`src/hw/ism_pkg.sv`:
```
// constants, field layouts and helper functions of the interrupt service block
package ism_pkg;
  localparam int ADDR_W = 8;
  localparam int DATA_W = 16;
  localparam int NSRC = 11;
  localparam int IDX_W = 4;
  localparam int LVL_W = 3;
  localparam int TYPE_W = 5;
  // register offsets
  localparam logic [7:0] OFF_DONE_CMD = 8'h22;
  localparam logic [7:0] OFF_POLL_ACK = 8'h24;
  localparam logic [7:0] OFF_POLL_PEEK = 8'h26;
  localparam logic [7:0] OFF_SRC_MASK = 8'h28;
  localparam logic [7:0] OFF_FLOOR = 8'h2A;
  localparam logic [7:0] OFF_IN_SERVICE = 8'h2C;
  // reset values
  localparam logic [15:0] MASK_RST_MASTER = 16'h07FD;
  localparam logic [15:0] MASK_RST_SLAVE = 16'h003D;
  localparam logic [15:0] FLOOR_RST = 16'h0007;
  localparam logic [15:0] ISR_RST = 16'h0000;
  // implemented bits per mode
  localparam logic [10:0] VALID_MASTER = 11'h7FD;
  localparam logic [10:0] VALID_SLAVE = 11'h03D;
  // field positions
  localparam int PEND_BIT = 15;
  localparam int NSPEC_BIT = 15;
  localparam int BIT_TMR = 0;
  localparam int BIT_EXT0 = 4;
  localparam int BIT_EXT1 = 5;
  localparam int BIT_SLV_TIMER_ONE_SOURCE = 4;
  localparam int BIT_SLV_TIMER_TWO_SOURCE = 5;
  // cycles after synchronised reset release before mode is captured
  localparam logic [1:0] INIT_CYC = 2'h3;
  // interrupt type of each source index (master layout)
  function automatic logic [4:0] src_type(input logic [3:0] idx);
    case (idx)
      4'h0: src_type = 5'h08;
      4'h2: src_type = 5'h0A;
      4'h3: src_type = 5'h0B;
      4'h4: src_type = 5'h0C;
      4'h5: src_type = 5'h0D;
      4'h6: src_type = 5'h0E;
      4'h7: src_type = 5'h0F;
      4'h8: src_type = 5'h10;
      4'h9: src_type = 5'h11;
      4'hA: src_type = 5'h14;
      default: src_type = 5'h1F;
    endcase
  endfunction
  function automatic logic [2:0] lvl_of(input logic [32:0] lv,
                                        input int idx);
    lvl_of = lv[idx*3 +: 3];
  endfunction
  function automatic logic [10:0] valid_bits(input logic slave);
    valid_bits = slave ? VALID_SLAVE : VALID_MASTER;
  endfunction
endpackage

```
`src/hw/ism_reg_if.sv`:
```
// decoded register strobes and read words between bus slave and core logic
`timescale 1ns/1ps
`default_nettype none
interface ism_reg_if;
  logic wr_done;
  logic wr_mask;
  logic wr_floor;
  logic rd_poll;
  logic rd_peek;
  logic [15:0] wdata;
  logic [15:0] poll_word;
  logic [15:0] mask_word;
  logic [15:0] floor_word;
  logic [15:0] isr_word;
  modport bus (output wr_done, wr_mask, wr_floor, rd_poll, rd_peek, wdata,
               input poll_word, mask_word, floor_word, isr_word);
  modport core (input wr_done, wr_mask, wr_floor, rd_poll, rd_peek, wdata,
                output poll_word, mask_word, floor_word, isr_word);
endinterface
`default_nettype wire

```
`src/hw/ism_prio.sv`:
```
// picks the candidate with the numerically lowest level, lowest index on ties
`timescale 1ns/1ps
`default_nettype none
module ism_prio (
  // candidates
  input wire logic [10:0] cand,
  input wire logic [32:0] levels,
  // winner
  output logic valid,
  output logic [3:0] idx,
  output logic [2:0] level
);
  always_comb begin
    valid = 1'b0;
    idx = 4'h0;
    level = 3'h7;
    for (int i = 0; i < ism_pkg::NSRC; i++) begin
      if (cand[i] && (!valid || ism_pkg::lvl_of(levels, i) < level)) begin
        valid = 1'b1;
        idx = 4'(i);
        level = ism_pkg::lvl_of(levels, i);
      end
    end
  end
endmodule
`default_nettype wire

```
`src/hw/ism_busif.sv`:
```
// register bus slave: address decode and registered read data
`timescale 1ns/1ps
`default_nettype none
module ism_busif (
  // clock and reset
  input wire logic clk,
  input wire logic rst_n,
  // register port
  input wire logic [7:0] addr,
  input wire logic [15:0] wdata,
  input wire logic wr,
  input wire logic rd,
  output logic [15:0] rdata,
  // core side
  ism_reg_if.bus rif
);
  // poll registers and in-service are read-only, writes there fall away
  assign rif.wr_done = wr && addr == ism_pkg::OFF_DONE_CMD;
  assign rif.wr_mask = wr && addr == ism_pkg::OFF_SRC_MASK;
  assign rif.wr_floor = wr && addr == ism_pkg::OFF_FLOOR;
  assign rif.rd_poll = rd && addr == ism_pkg::OFF_POLL_ACK;
  assign rif.rd_peek = rd && addr == ism_pkg::OFF_POLL_PEEK;
  assign rif.wdata = wdata;

  always_ff @(posedge clk or negedge rst_n) begin
    if (!rst_n) begin
      rdata <= 16'h0000;
    end else if (rd) begin
      case (addr)
        ism_pkg::OFF_POLL_ACK: rdata <= rif.poll_word;
        ism_pkg::OFF_POLL_PEEK: rdata <= rif.poll_word;
        ism_pkg::OFF_SRC_MASK: rdata <= rif.mask_word;
        ism_pkg::OFF_FLOOR: rdata <= rif.floor_word;
        ism_pkg::OFF_IN_SERVICE: rdata <= rif.isr_word;
        default: rdata <= 16'h0000;
      endcase
    end else begin
      rdata <= 16'h0000;
    end
  end
endmodule
`default_nettype wire

```
`src/hw/ism_top.sv`:
```
// in-service flags, priority floor, source mask and poll registers
`timescale 1ns/1ps
`default_nettype none
// Function
// - taking an interrupt sets the in-service flag of its source
// - a service-done command naming the interrupt clears its in-service flag
// - a set in-service flag blocks new requests from that source
// - special fully nested mode exempts external lines zero and one
// - master in-service: serial 10, watchdog 9, ext 8-4, dma 3:2, timer 0
// - master timer-group in-service bit is the OR of three timer states
// - slave in-service: timer2 bit 5, timer1 bit 4, dma 3:2, timer0 bit 0
// - slave internal request sets its bit, the internal acknowledge clears it
// - priority floor in both modes, bits 2-0, resets to seven, rest zero
// - requests with level numerically above the floor are blocked
// - level 0 is highest, 7 lowest; floor 7 passes every unmasked source
// - mask readable and writable, one masks, same as control mask bit
// - master mask resets to 07FD, same layout as master in-service
// - slave mask resets to 003D, mirrors control mask bits
// - reading poll peek returns poll contents and changes nothing
// - reading poll acknowledges current interrupt, next pending replaces it
// - bit 15 shows a pending interrupt; bits 4-0 then give its type
// - poll acknowledge starts no handler; software branches itself
// - both poll registers are read-only, writes ignored
// - master done command: bit 15 non-specific, else type in bits 4-0
// - slave done command: level in bits 2-0 clears that level's flag
// - control register mask bit and mask register bit always agree
module ism_top (
  // clock and reset
  input wire logic REF_CLK,
  input wire logic RST_N,
  // register port
  input wire logic [7:0] ADDR,
  input wire logic [15:0] WDATA,
  input wire logic WR,
  input wire logic RD,
  output logic [15:0] RDATA,
  // mode straps
  input wire logic SLAVE_MODE,
  input wire logic NESTED_MODE,
  // request sources
  input wire logic [10:0] SRC_REQ,
  input wire logic [2:0] TMR_REQ,
  input wire logic [32:0] SRC_LEVEL,
  // control register mask bit path
  input wire logic [10:0] CTL_MASK_WR,
  input wire logic [10:0] CTL_MASK_VAL,
  output logic [10:0] MASK_VIEW,
  // core side
  input wire logic TAKE_ACK,
  output logic INT_REQ,
  output logic [4:0] INT_TYPE,
  output logic [10:0] IN_SERVICE
);
  logic rst_s1_q;
  logic rst_n_q;
  logic slave_s1_q;
  logic slave_s2_q;
  logic nest_s1_q;
  logic nest_s2_q;
  logic [1:0] init_cnt_q;
  logic ready_q;
  logic slave_q;
  logic [10:0] mask_q;
  logic [10:0] mask_d;
  logic [2:0] floor_q;
  logic [10:0] isr_q;
  logic [10:0] isr_d;
  logic [2:0] tmr_isr_q;
  logic [10:0] pend_q;
  logic poll_vld_q;
  logic [3:0] poll_idx_q;
  logic [4:0] poll_type_q;
  logic [2:0] poll_lvl_q;
  logic [10:0] valid;
  logic [10:0] req_vec;
  logic [10:0] pending;
  logic [10:0] isr_view;
  logic [10:0] blocked;
  logic [10:0] elig;
  logic [10:0] take_oh;
  logic [10:0] set_vec;
  logic [10:0] clr_vec;
  logic take;
  logic win_vld;
  logic [3:0] win_idx;
  logic [2:0] win_lvl;
  logic hi_vld;
  logic [3:0] hi_idx;
  logic [2:0] hi_lvl;

  ism_reg_if rif ();

  ism_busif u_bus (
    .clk(REF_CLK),
    .rst_n(rst_n_q),
    .addr(ADDR),
    .wdata(WDATA),
    .wr(WR),
    .rd(RD),
    .rdata(RDATA),
    .rif(rif.bus)
  );

  // reset release through two flops
  always_ff @(posedge REF_CLK or negedge RST_N) begin
    if (!RST_N) begin
      rst_s1_q <= 1'b0;
      rst_n_q <= 1'b0;
    end else begin
      rst_s1_q <= 1'b1;
      rst_n_q <= rst_s1_q;
    end
  end

  // straps are pins, so they are synchronised before use
  always_ff @(posedge REF_CLK or negedge rst_n_q) begin
    if (!rst_n_q) begin
      slave_s1_q <= 1'b0;
      slave_s2_q <= 1'b0;
      nest_s1_q <= 1'b0;
      nest_s2_q <= 1'b0;
    end else begin
      slave_s1_q <= SLAVE_MODE;
      slave_s2_q <= slave_s1_q;
      nest_s1_q <= NESTED_MODE;
      nest_s2_q <= nest_s1_q;
    end
  end

  // slave mode is caught once after release; changing it later has no effect, nested mode follows its synchronised strap
  always_ff @(posedge REF_CLK or negedge rst_n_q) begin
    if (!rst_n_q) begin
      init_cnt_q <= 2'h0;
      ready_q <= 1'b0;
      slave_q <= 1'b0;
    end else if (!ready_q) begin
      init_cnt_q <= init_cnt_q + 2'h1;
      if (init_cnt_q == ism_pkg::INIT_CYC - 2'h1) begin
        ready_q <= 1'b1;
        slave_q <= slave_s2_q;
      end
    end
  end

  assign valid = ism_pkg::valid_bits(slave_q);

  // slave layout reuses bits 4 and 5 for timers one and two
  always_comb begin
    req_vec = SRC_REQ & valid;
    if (slave_q) begin
      req_vec[ism_pkg::BIT_TMR] = TMR_REQ[0];
      req_vec[ism_pkg::BIT_SLV_TIMER_ONE_SOURCE] = TMR_REQ[1];
      req_vec[ism_pkg::BIT_SLV_TIMER_TWO_SOURCE] = TMR_REQ[2];
    end else begin
      req_vec[ism_pkg::BIT_TMR] = |TMR_REQ;
    end
  end

  assign take = (TAKE_ACK || rif.rd_poll) && poll_vld_q && ready_q;
  assign take_oh = take ? (11'h001 << poll_idx_q) : 11'h000;

  // slave requests are latched events; the set wins over the acknowledge
  always_ff @(posedge REF_CLK or negedge rst_n_q) begin
    if (!rst_n_q) begin
      pend_q <= 11'h000;
    end else if (slave_q) begin
      pend_q <= ((pend_q & ~take_oh) | req_vec) & valid;
    end else begin
      pend_q <= 11'h000;
    end
  end

  assign pending = slave_q ? pend_q : req_vec;

  // master timer bit reads as the OR of the three timer flags
  always_comb begin
    isr_view = isr_q & valid;
    if (!slave_q) begin
      isr_view[ism_pkg::BIT_TMR] = |tmr_isr_q;
    end
  end

  always_comb begin
    for (int i = 0; i < ism_pkg::NSRC; i++) begin
      blocked[i] = isr_view[i];
    end
    if (!slave_q && nest_s2_q) begin
      blocked[ism_pkg::BIT_EXT0] = 1'b0;
      blocked[ism_pkg::BIT_EXT1] = 1'b0;
    end
  end

  // the source just taken is left out so the poll word moves on at once
  always_comb begin
    for (int i = 0; i < ism_pkg::NSRC; i++) begin
      elig[i] = pending[i] && valid[i] && !mask_q[i]
        && ism_pkg::lvl_of(SRC_LEVEL, i) <= floor_q
        && !blocked[i] && !take_oh[i] && ready_q;
    end
  end

  ism_prio u_win (
    .cand(elig),
    .levels(SRC_LEVEL),
    .valid(win_vld),
    .idx(win_idx),
    .level(win_lvl)
  );

  ism_prio u_hi (
    .cand(isr_view),
    .levels(SRC_LEVEL),
    .valid(hi_vld),
    .idx(hi_idx),
    .level(hi_lvl)
  );

  // poll contents; a peek read does not touch them
  always_ff @(posedge REF_CLK or negedge rst_n_q) begin
    if (!rst_n_q) begin
      poll_vld_q <= 1'b0;
      poll_idx_q <= 4'h0;
      poll_type_q <= 5'h00;
      poll_lvl_q <= 3'h7;
    end else begin
      poll_vld_q <= win_vld;
      poll_idx_q <= win_idx;
      poll_type_q <= win_vld ? ism_pkg::src_type(win_idx) : 5'h00;
      poll_lvl_q <= win_lvl;
    end
  end

  // service-done command decode
  always_comb begin
    clr_vec = 11'h000;
    if (rif.wr_done) begin
      if (slave_q) begin
        for (int i = 0; i < ism_pkg::NSRC; i++) begin
          if (ism_pkg::lvl_of(SRC_LEVEL, i) == rif.wdata[2:0]) begin
            clr_vec[i] = valid[i];
          end
        end
      end else if (rif.wdata[ism_pkg::NSPEC_BIT]) begin
        if (hi_vld) begin
          clr_vec = 11'h001 << hi_idx;
        end
      end else begin
        for (int i = 0; i < ism_pkg::NSRC; i++) begin
          if (ism_pkg::src_type(4'(i)) == rif.wdata[4:0]) begin
            clr_vec[i] = valid[i];
          end
        end
      end
    end
  end

  assign set_vec = take_oh & valid;
  // a flag set in the same cycle as its clear stays set
  assign isr_d = (isr_q & ~clr_vec) | set_vec;

  always_ff @(posedge REF_CLK or negedge rst_n_q) begin
    if (!rst_n_q) begin
      isr_q <= ism_pkg::ISR_RST[10:0];
    end else begin
      isr_q <= isr_d;
    end
  end

  // per-timer flags behind the master group bit
  always_ff @(posedge REF_CLK or negedge rst_n_q) begin
    if (!rst_n_q) begin
      tmr_isr_q <= 3'h0;
    end else if (slave_q) begin
      tmr_isr_q <= 3'h0;
    end else if (set_vec[ism_pkg::BIT_TMR]) begin
      tmr_isr_q <= tmr_isr_q | (TMR_REQ & ~(TMR_REQ - 3'h1));
    end else if (clr_vec[ism_pkg::BIT_TMR]) begin
      tmr_isr_q <= 3'h0;
    end
  end

  // one stored bit serves both views; control register write wins a tie
  always_comb begin
    mask_d = mask_q;
    if (rif.wr_mask) begin
      mask_d = rif.wdata[10:0] & valid;
    end
    for (int i = 0; i < ism_pkg::NSRC; i++) begin
      if (CTL_MASK_WR[i] && valid[i]) begin
        mask_d[i] = CTL_MASK_VAL[i];
      end
    end
  end

  always_ff @(posedge REF_CLK or negedge rst_n_q) begin
    if (!rst_n_q) begin
      mask_q <= ism_pkg::MASK_RST_MASTER[10:0];
    end else if (!ready_q) begin
      if (init_cnt_q == ism_pkg::INIT_CYC - 2'h1) begin
        mask_q <= slave_s2_q ? ism_pkg::MASK_RST_SLAVE[10:0]
                             : ism_pkg::MASK_RST_MASTER[10:0];
      end
    end else begin
      mask_q <= mask_d;
    end
  end

  always_ff @(posedge REF_CLK or negedge rst_n_q) begin
    if (!rst_n_q) begin
      floor_q <= ism_pkg::FLOOR_RST[2:0];
    end else if (rif.wr_floor) begin
      floor_q <= rif.wdata[2:0];
    end
  end

  // read words; unused bits read as zero
  assign rif.poll_word = {poll_vld_q, 10'h000, poll_type_q};
  assign rif.mask_word = {5'h00, mask_q};
  assign rif.floor_word = {13'h0000, floor_q};
  assign rif.isr_word = {5'h00, isr_view};

  // a poll acknowledge only raises flags; the handler jump is software's
  assign MASK_VIEW = mask_q;
  assign IN_SERVICE = isr_view;
  assign INT_REQ = poll_vld_q;
  assign INT_TYPE = poll_type_q;

  chk_take_sets_flag: assert property (@(posedge REF_CLK)
    disable iff (!rst_n_q) take && !clr_vec[poll_idx_q]
    |=> isr_q[$past(poll_idx_q)])
    else $error("taken source has no in-service flag");

  chk_done_clears: assert property (@(posedge REF_CLK)
    disable iff (!rst_n_q) rif.wr_done && !slave_q
    && !rif.wdata[15] && rif.wdata[4:0] == 5'h0C && !take
    |=> !isr_q[4])
    else $error("specific done command left flag set");

  chk_flag_blocks: assert property (@(posedge REF_CLK)
    disable iff (!rst_n_q) poll_vld_q && !(!slave_q && nest_s2_q
    && (poll_idx_q == 4'h4 || poll_idx_q == 4'h5))
    |-> ##1 !(isr_view[poll_idx_q] && $stable(isr_view)
    && poll_vld_q && $past(isr_view[poll_idx_q])))
    else $error("in-service source polled again");

  chk_mask_blocks: assert property (@(posedge REF_CLK)
    disable iff (!rst_n_q) win_vld |-> !mask_q[win_idx])
    else $error("masked source wins");

  chk_floor_blocks: assert property (@(posedge REF_CLK)
    disable iff (!rst_n_q) poll_vld_q |-> $past(floor_q) >= poll_lvl_q)
    else $error("source above floor polled");

  chk_peek_quiet: assert property (@(posedge REF_CLK)
    disable iff (!rst_n_q) rif.rd_peek && !TAKE_ACK && clr_vec == 11'h000
    |=> isr_q == $past(isr_q))
    else $error("peek read changed in-service state");

  chk_poll_ro: assert property (@(posedge REF_CLK)
    disable iff (!rst_n_q) WR && (ADDR == 8'h24 || ADDR == 8'h26)
    && CTL_MASK_WR == 11'h000
    |=> $stable(mask_q) && $stable(floor_q))
    else $error("write to poll register had an effect");

  chk_poll_word: assert property (@(posedge REF_CLK)
    disable iff (!rst_n_q) rif.rd_poll
    |=> RDATA[15] == $past(poll_vld_q) && RDATA[14:5] == 10'h000)
    else $error("poll read data wrong");

  chk_timer_or: assert property (@(posedge REF_CLK)
    disable iff (!rst_n_q) !slave_q |-> IN_SERVICE[0] == |tmr_isr_q)
    else $error("timer group bit differs from timer flags");
endmodule
`default_nettype wire

```
`config.mk`:
```
export PLATFORM = sky130hd
export DESIGN_NAME = ism_top
export DESIGN_NICKNAME = d
export VERILOG_FILES = /design/src/hw/ism_pkg.sv /design/src/hw/ism_reg_if.sv /design/src/hw/ism_prio.sv /design/src/hw/ism_busif.sv /design/src/hw/ism_top.sv
export SDC_FILE = /design/constraint.sdc
export NUM_CORES = 1
export LEC_CHECK = 0
export BUFFER_PORTS_ARGS = -buffer_cell sky130_fd_sc_hd__buf_2
export CORE_ASPECT_RATIO = 1.75
export CORE_MARGIN = 2
export CORE_UTILIZATION = 60
export CTS_CLUSTER_DIAMETER = 80
export DETAILED_ROUTE_END_ITERATION = 10
export GPL_ROUTABILITY_DRIVEN = 0
export GPL_TIMING_DRIVEN = 1
export HOLD_SLACK_MARGIN = 0.15
export PLACE_DENSITY = 0.87
export SLEW_MARGIN = 5
export SYNTH_ARGS = -nofsm -noshare
export SYNTH_HDL_FRONTEND = slang
export SYNTH_SLANG_ARGS = --single-unit
```
`constraint.sdc`:
```
create_clock -name REF_CLK -period 4.3 [get_ports REF_CLK]
set_clock_uncertainty 0.1 [all_clocks]
set_input_delay 0.645 -clock REF_CLK [delete_from_list [all_inputs] [get_ports REF_CLK]]
set_output_delay 0.645 -clock REF_CLK [all_outputs]
set_load 0.1 [all_outputs]
```
==> flow_metrics.tcl, run 1 <==
set metrics [dict create \
    grt_max_degree 34 \
    grt_overflow_total 448 \
    synth.most_common_cell "nand2_1" \
    yosys_register_bits 63 \
    flow.stopped_at "global routing" \
    dp_hpwl_um 23500 \
    cts_root_buffer "clkbuf_16" \
    outcome "aborted with a tool error" \
    synth_edf_count 0 \
    grt_use_total_pct 91.9 \
    start_util_pct 60.8 \
    ioPinCount 144 \
    synth_top_area_cell "dfrtp_1" \
    yosysUniqueCellTypes 101 \
    io_buffer_count 126 \
    clock_tree.buffer_depth 2 \
    yosysSeqAreaShare_pct 23.7 \
    cts-htree-levels 3 \
    yosysWarnings 0 \
    synthArstFlopShare_pct 100 \
    yosys-top-cells-count "71 x nand2_1, 69 x nor2_1, 64 x inv_1" \
    syn_area_sq_um 6710 \
    cts_sinks 63 \
    grt_pass1_wl_um 87400 \
    num_rows 51 \
    synth_top_area_share_pct 18.6 \
    syn_area_per_cell_sq_um 8.10 \
    stop_error "[ERROR GRT-0116] Global routing finished with congestion. Check the congestion regions in the DRC Viewer." \
    die_w_um 84.0 \
    syn_inst 829 \
    numCtsBuffers 9 \
    grt_pass1_vias 13500 \
    ys.flop_type "dfrtp_1" \
    ys_top_cells_by_area "dfrtp_1 19%, ha_1 11%, dfstp_2 5.1%" \
    die_y_um 144 \
]
## per-layer routing
metal / overflow / global-route usage, %
met5: 0 / 39.4
met4: 160 / 106
met3: 8 / 76.2
met2: 278 / 110
met1: 2 / 85.0
## stage by stage
| step | worst slack [ns] | cells | instance area [sq um] | hold WS, ns | setup TNS, ns |
|---|---|---|---|---|---|
| floorplan | -7.52 | 834 | 7050 | 0.231 | -156.11 |
| global placement | -7.40 | 1303 | 9480 | 0.215 | -158.21 |
| detailed placement | -8.65 | 1303 | 9480 | 0.218 | -176.27 |
| CTS | -8.33 | 1372 | 10600 | 0.233 | -169.53 |
## what timing repair did
item                                   CTS
endpoints found under the hold margin    2
setup endpoints to repair               22
cloned                                   1
resized for setup                       86
hold buffers                             1
pin swaps                               79
buffers inserted                        54
## cells by family after synthesis
family                   share of synthesized area, %
AND/OR/NAND/NOR                                  23.4
multiplexers                                     5.14
AO/OA/AOI/OAI                                    27.6
flip-flops                                       23.7
buffers and inverters                            6.24
other                                           0.112
XOR/XNOR                                         2.09
adder cells (fa/ha/maj)                          11.6
==> run 2, diff against run 1 <==
--- a/config.mk
+++ b/config.mk
@@ -6,15 +6,12 @@
 export NUM_CORES = 1
 export LEC_CHECK = 0
 export BUFFER_PORTS_ARGS = -buffer_cell sky130_fd_sc_hd__buf_2
-export CORE_ASPECT_RATIO = 1.75
 export CORE_MARGIN = 2
-export CORE_UTILIZATION = 60
-export CTS_CLUSTER_DIAMETER = 80
+export CORE_UTILIZATION = 40
 export DETAILED_ROUTE_END_ITERATION = 10
 export GPL_ROUTABILITY_DRIVEN = 0
 export GPL_TIMING_DRIVEN = 1
-export HOLD_SLACK_MARGIN = 0.15
-export PLACE_DENSITY = 0.87
+export PLACE_DENSITY_LB_ADDON = 0.15
 export SLEW_MARGIN = 5
 export SYNTH_ARGS = -nofsm -noshare
 export SYNTH_HDL_FRONTEND = slang
==> run 2 against run 1 <==
  * The flow now finishes, with violations (negative setup slack)
  * Synthesized area stayed put
  * Synthesized cell count stayed put
==> flow_metrics.tcl, run 2 <==
set metrics [dict create \
    viasPerCell 5.52 \
    stdcell_count 1466 \
    crit_path_start_kind "register" \
    synth.most_common_cell "nand2_1" \
    drt_iter0_markers 551 \
    worst_pin_slew_ns 0.969 \
    die_w_um 134 \
    die_y_um 134 \
    placed_cells 1400 \
    wl_um 26500 \
    max_freq_mhz 83.5 \
    regMostFlops "u_bus.rdata" \
    cp-end-kind "register" \
    start_util_pct 40.8 \
    yosysUniqueCellTypes 101 \
    yosys_register_bits 63 \
    die_area_sq_um 17800 \
    outcome "complete, but fails checks" \
    dp_hpwl_um 20700 \
    grt_pass1_wl_um 42000 \
    grt_pass1_vias 8137 \
    antenna_found_initial 0 \
    cts-htree-levels 3 \
    worst_r2r_path_depth 70 \
    fillers 1415 \
    ys.flop_type "dfrtp_1" \
    ir_drop_mv 0.263 \
    worstPathArrival_ns 12.10 \
    p_per_area_nw_per_um2 416 \
    grt_use_total_pct 29.7 \
    cp_common_cell "o21ai_2" \
    yosys-top-cells-count "71 x nand2_1, 69 x nor2_1, 64 x inv_1" \
    numCtsBuffers 9 \
    fin_crit_sh_pct 278 \
    fin_crit_ns 11.97 \
    ys_top_cells_by_area "dfrtp_1 19%, ha_1 11%, dfstp_2 5.1%" \
    num_vias 8093 \
    path_depth 70 \
    yosysSeqAreaShare_pct 23.7 \
    cp.buffers_inverters 7 \
    synth_top_area_cell "dfrtp_1" \
    syn_area_sq_um 6710 \
    critPathMaxFanout 4 \
    dr_wl_met2_um 13100 \
    drcViolationCount 0 \
    num_rows 47 \
    largest_register_ff_count 12 \
    drv_cap 0 \
    syn_inst 829 \
    layout_commonest_cell "buf_4" \
    drv_slew 0 \
    grt_max_degree 40 \
    cts_sinks 63 \
    setup_violations 22 \
    insertion_delay_ns 0.33 \
    drt-met1-wl_um 11300 \
    finalNetCount 1401 \
    leakagePower_nw 5.18 \
    cts_root_buffer "clkbuf_16" \
    final_area_sq_um 10800 \
    synth_top_area_share_pct 18.6 \
    syn_area_per_cell_sq_um 8.10 \
    rsz0062_at_grt "yes" \
    drive_above_1_share_pct 49.5 \
    path_clk_slew_ns 0.06 \
    clock_tree.buffer_depth 2 \
    ant_nets 0 \
    required_ns 4.43 \
    slew_headroom_pct 35.4 \
    min_path_type "reg -> reg" \
    grt_overflow_total 0 \
    synthArstFlopShare_pct 100 \
    dr.pass1.iters 5 \
    routedWlPerCell_um 18.1 \
    cp_top_family "compound AO/OA/AOI/OAI gates" \
    route.top_layer_used "met4" \
    ioPinCount 144 \
    max_stage_delay_ns 0.45 \
    hold_violations 0 \
    io_buffer_count 126 \
    min_path_cells 0 \
    fin_ws_ns -7.67 \
    violations "negative setup slack" \
    coreArea_sq_um 16500 \
    synth_edf_count 0 \
    final_cell_mix "297 x buf_4, 126 x buf_2, 61 x nor2_1" \
    critPathKind "reg -> reg" \
    cp_slowest_cell "or3b_4" \
    placed_cell_area_sq_um 9660 \
    diodes 0 \
    areaGrowthSynthToFinish_pct 60.3 \
    yosysWarnings 0 \
    fin_util_pct 65.4 \
    cts_tree "done" \
    met3WireLength_um 1320 \
]
[run 2: cell counts after synthesis]
Identical to the previous run, type by type.
[run 2: routing by layer]
| metal | global-route usage [%] | vias to the layer above |
|---|---|---|
| li1 | - | 3900 |
| met1 | 38.8 | 3861 |
| met2 | 50.3 | 276 |
| met3 | 3.96 | 56 |
| met4 | 10.5 | 0 |
| met5 | 0 | - |
[run 2: kinds of logic (layout without fill, tap and decap cells)]
group | Yosys count | count (layout) | share of synthesized area (%)
and+or+nand+nor | 296 | 296 | 23.4
DFF | 63 | 63 | 23.7
other | 2 | 7 | 0.112
AOI/OAI and AO/OA | 259 | 259 | 27.6
buffers and inverters | 97 | 509 | 6.24
adders and majority gates | 63 | 63 | 11.6
xor gates and xnor gates | 16 | 16 | 2.09
muxes | 33 | 33 | 5.14
[run 2: metrics by stage]
stage	worst slack (ns)	total power [mW]	hold WS (ns)	setup TNS [ns]
6_report	-7.67	4.48	0.249	-161.23
5_1_grt	-8.35	4.74	0.251	-175.35
4_1_cts	-7.43	4.15	0.249	-157.82
3_5_place_dp	-7.88	3.02	0.237	-164.58
3_3_place_gp	-7.45	2.99	0.233	-159.33
2_1_floorplan	-7.52	2.12	0.231	-156.11
[run 2: cell type report]
type	instances	area, sq um	share of cell area, %
Multi-Input combinational cell	674	5400	50.2
Clock inverter	5	81.3	0.755
Inverter	64	240	2.23
Tap cell	220	275	2.56
Timing Repair Buffer	429	2930	27.2
Sequential cell	63	1600	14.8
Clock buffer	11	243	2.25
[run 2: repair_timing]
action                                  4_1_cts  5_1_grt
pin swaps                                    23       37
resized for setup                            30       58
endpoints found under the setup margin       22       22
hold buffers                                  1        0
setup buffers                                39       12
hold endpoints to repair                      2        0
[run 2: worst paths after layout]
| kind | start | end | slack [ns] |
|---|---|---|---|
| max | tmr_isr_q[0] | isr_q[0] | -7.67 |
| min | rst_s1_q | rst_n_q | 0.25 |
| max reg2reg | tmr_isr_q[0] | isr_q[0] | -7.67 |
| min reg2reg | rst_s1_q | rst_n_q | 0.25 |
| max in group asynchronous | rst_n_q | MASK_VIEW[10] | 2.85 |
| min in group asynchronous | rst_n_q | isr_q[7] | 0.33 |
[run 2: report_power, final]
part           internal (mW)  switching, mW
logic                   1.41           1.55
clock network          0.523          0.277
registers              0.666         0.0615
total                   2.60           1.88
[run 2: worst reg2reg max path: cells and delay by family (launching register included)]
family,cells,cell delay (ns)
compound gates,30,4.56
flops,1,0.41
buf+inv,7,0.63
mux,5,1.12
fa+ha+maj,9,2.20
simple gates,19,2.84
Note: power is estimated with default switching activity, not from simulation.
==> run 3, diff against run 2 <==
--- a/config.mk
+++ b/config.mk
@@ -12,6 +12,7 @@
 export GPL_ROUTABILITY_DRIVEN = 0
 export GPL_TIMING_DRIVEN = 1
 export PLACE_DENSITY_LB_ADDON = 0.15
+export SETUP_SLACK_MARGIN = 0.05
 export SLEW_MARGIN = 5
 export SYNTH_ARGS = -nofsm -noshare
 export SYNTH_HDL_FRONTEND = slang
==> run 3 against run 2 <==
  * Sequential power is essentially flat
  * Setup slack lost 0.0028 ns
  * Cell area stayed put
  * The flow still finishes with violations (negative setup slack)
  * Final cell count did not move
  * Largest cell class unchanged
  * Maximum frequency about the same
  * Critical path depth increased by 1
  * Via count up 0.57%
  * Power about the same
  * Clock power barely moved
  * Combinational power is essentially flat
  * Utilization unchanged
==> flow_metrics.tcl, run 3 (same netlist as run 2, synthesis figures left out) <==
set metrics [dict create \
    outcome "complete, but fails checks" \
    violations "negative setup slack" \
    cts_root_buffer "clkbuf_16" \
    drv_cap 0 \
    grt_pass1_wl_um 42000 \
    rr_startpoint "tmr_isr_q[0]" \
    multi_input_area_sq_um 5400 \
    ant_nets 0 \
    die_y_um 134 \
    antenna_found_initial 0 \
    placed_cell_area_sq_um 9660 \
    min_path_cells 0 \
    finalNetCount 1401 \
    clock_tree.buffer_depth 2 \
    die_area_sq_um 17800 \
    critPathLaunch "tmr_isr_q[0]" \
    required_ns 4.43 \
    io_buffer_count 126 \
    ioPinCount 144 \
    drcViolationCount 0 \
    path_clk_slew_ns 0.06 \
    largest_register_ff_count 12 \
    final_cell_mix "297 x buf_4, 126 x buf_2, 61 x nor2_1" \
    grt_use_total_pct 29.7 \
    crit_path_start_kind "register" \
    drt_iter0_markers 584 \
    cp_common_cell "o21ai_2" \
    areaGrowthSynthToFinish_pct 60.3 \
    viasPerCell 5.55 \
    stdcell_count 1466 \
    dr.pass1.iters 5 \
    fin_ws_ns -7.67 \
    max_freq_mhz 83.5 \
    min_path_type "reg -> reg" \
    grt_max_degree 40 \
    cts_tree "done" \
    critPathMaxFanout 4 \
    worstPathArrival_ns 12.10 \
    insertion_delay_ns 0.33 \
    die_w_um 134 \
    dp_hpwl_um 20700 \
    layout_commonest_cell "buf_4" \
    pre_cts_ws_ns -7.88 \
    ir_drop_mv 0.264 \
    placed_cells 1400 \
    cts_sinks 63 \
    setup_violations 22 \
    start_util_pct 40.8 \
    leakagePower_nw 5.18 \
    routedWlPerCell_um 18.2 \
    hp-start "rst_s1_q" \
    grt_overflow_total 0 \
    critPathKind "reg -> reg" \
    fin_crit_ns 11.97 \
    regMostFlops "u_bus.rdata" \
    regArea_sq_um 1600 \
    cp-end-kind "register" \
    drive_above_1_share_pct 49.5 \
    worst_pin_slew_ns 0.985 \
    fin_crit_sh_pct 278 \
    slew_headroom_pct 34.4 \
    num_vias 8139 \
    reg2reg_slack_ns -7.67 \
    final_area_sq_um 10800 \
    fillers 1415 \
    numCtsBuffers 9 \
    diodes 0 \
    cp_slowest_cell "or3b_4" \
    max_stage_delay_ns 0.45 \
    reg2reg_to "isr_q[0]" \
    grt_pass1_vias 8137 \
    crit_path_end "isr_q[0]" \
    worst_r2r_path_depth 71 \
    wl_um 26600 \
    cts-htree-levels 3 \
    rsz0062_at_grt "yes" \
    p_per_area_nw_per_um2 416 \
    num_rows 47 \
    hold_violations 0 \
    drv_slew 0 \
    coreArea_sq_um 16500 \
]
run 3: cell counts in the layout (fill, tap and decap cells not counted):
Identical to the previous run, type by type.
run 3: worst min path at each step:
| stage | to | slack, ns |
|---|---|---|
| 2_1_floorplan | nest_s2_q | 0.23 |
| 3_3_place_gp | slave_s2_q | 0.23 |
| 3_5_place_dp | rst_n_q | 0.24 |
| 4_1_cts | slave_s2_q | 0.25 |
| 5_1_grt | rst_n_q | 0.25 |
| 6_report | rst_n_q | 0.25 |
run 3: cell type report:
| type | instances | share of cell area, % |
|---|---|---|
| inverter | 64 | 2.23 |
| clock buffer | 11 | 2.25 |
| multi-input combinational | 674 | 50.2 |
| sequential | 63 | 14.8 |
| tap | 220 | 2.56 |
| clock inverter | 5 | 0.755 |
| timing repair buffer | 429 | 27.2 |
run 3: power breakdown:
group / leakage [nW] / switching [mW] / internal, mW
Combinational: 4.29 / 1.55 / 1.40
Sequential: 0.737 / 0.0616 / 0.666
Clock: 0.156 / 0.277 / 0.523
Total: 5.18 / 1.89 / 2.59
run 3: what timing repair did:
item,4_1_cts,5_1_grt
buffers inserted,39,12
hold buffers,1,0
endpoints found under the hold margin,2,0
pin swaps,23,38
resized for setup,30,58
setup endpoints to repair,22,23
run 3: routing by layer:
layer / up-vias / global-route usage [%] / wire (um)
met5: - / 0 / 0
met4: 0 / 10.5 / 888
met3: 61 / 3.96 / 1310
met2: 275 / 50.3 / 13000
met1: 3908 / 38.8 / 11400
li1: 3895 / - / -
run 3: through the flow:
| stage | hold WS (ns) | TNS [ns] | total power, mW | util, % |
|---|---|---|---|---|
| global route | 0.251 | -175.35 | 4.74 | 65.4 |
| floorplan | 0.231 | -156.11 | 2.12 | - |
| finish | 0.249 | -161.19 | 4.48 | 65.4 |
| detailed placement | 0.237 | -164.58 | 3.02 | 58.7 |
| CTS | 0.249 | -157.82 | 4.15 | 63.3 |
| global placement | 0.233 | -159.33 | 2.99 | 58.7 |
run 3: critical path: cells and delay by family (launching register included):
family / cells / cell delay (ns)
fa+ha+maj: 9 / 2.31
compound gates: 29 / 4.42
simple gates: 21 / 2.95
flops: 1 / 0.41
mux: 5 / 1.00
buf+inv: 7 / 0.63
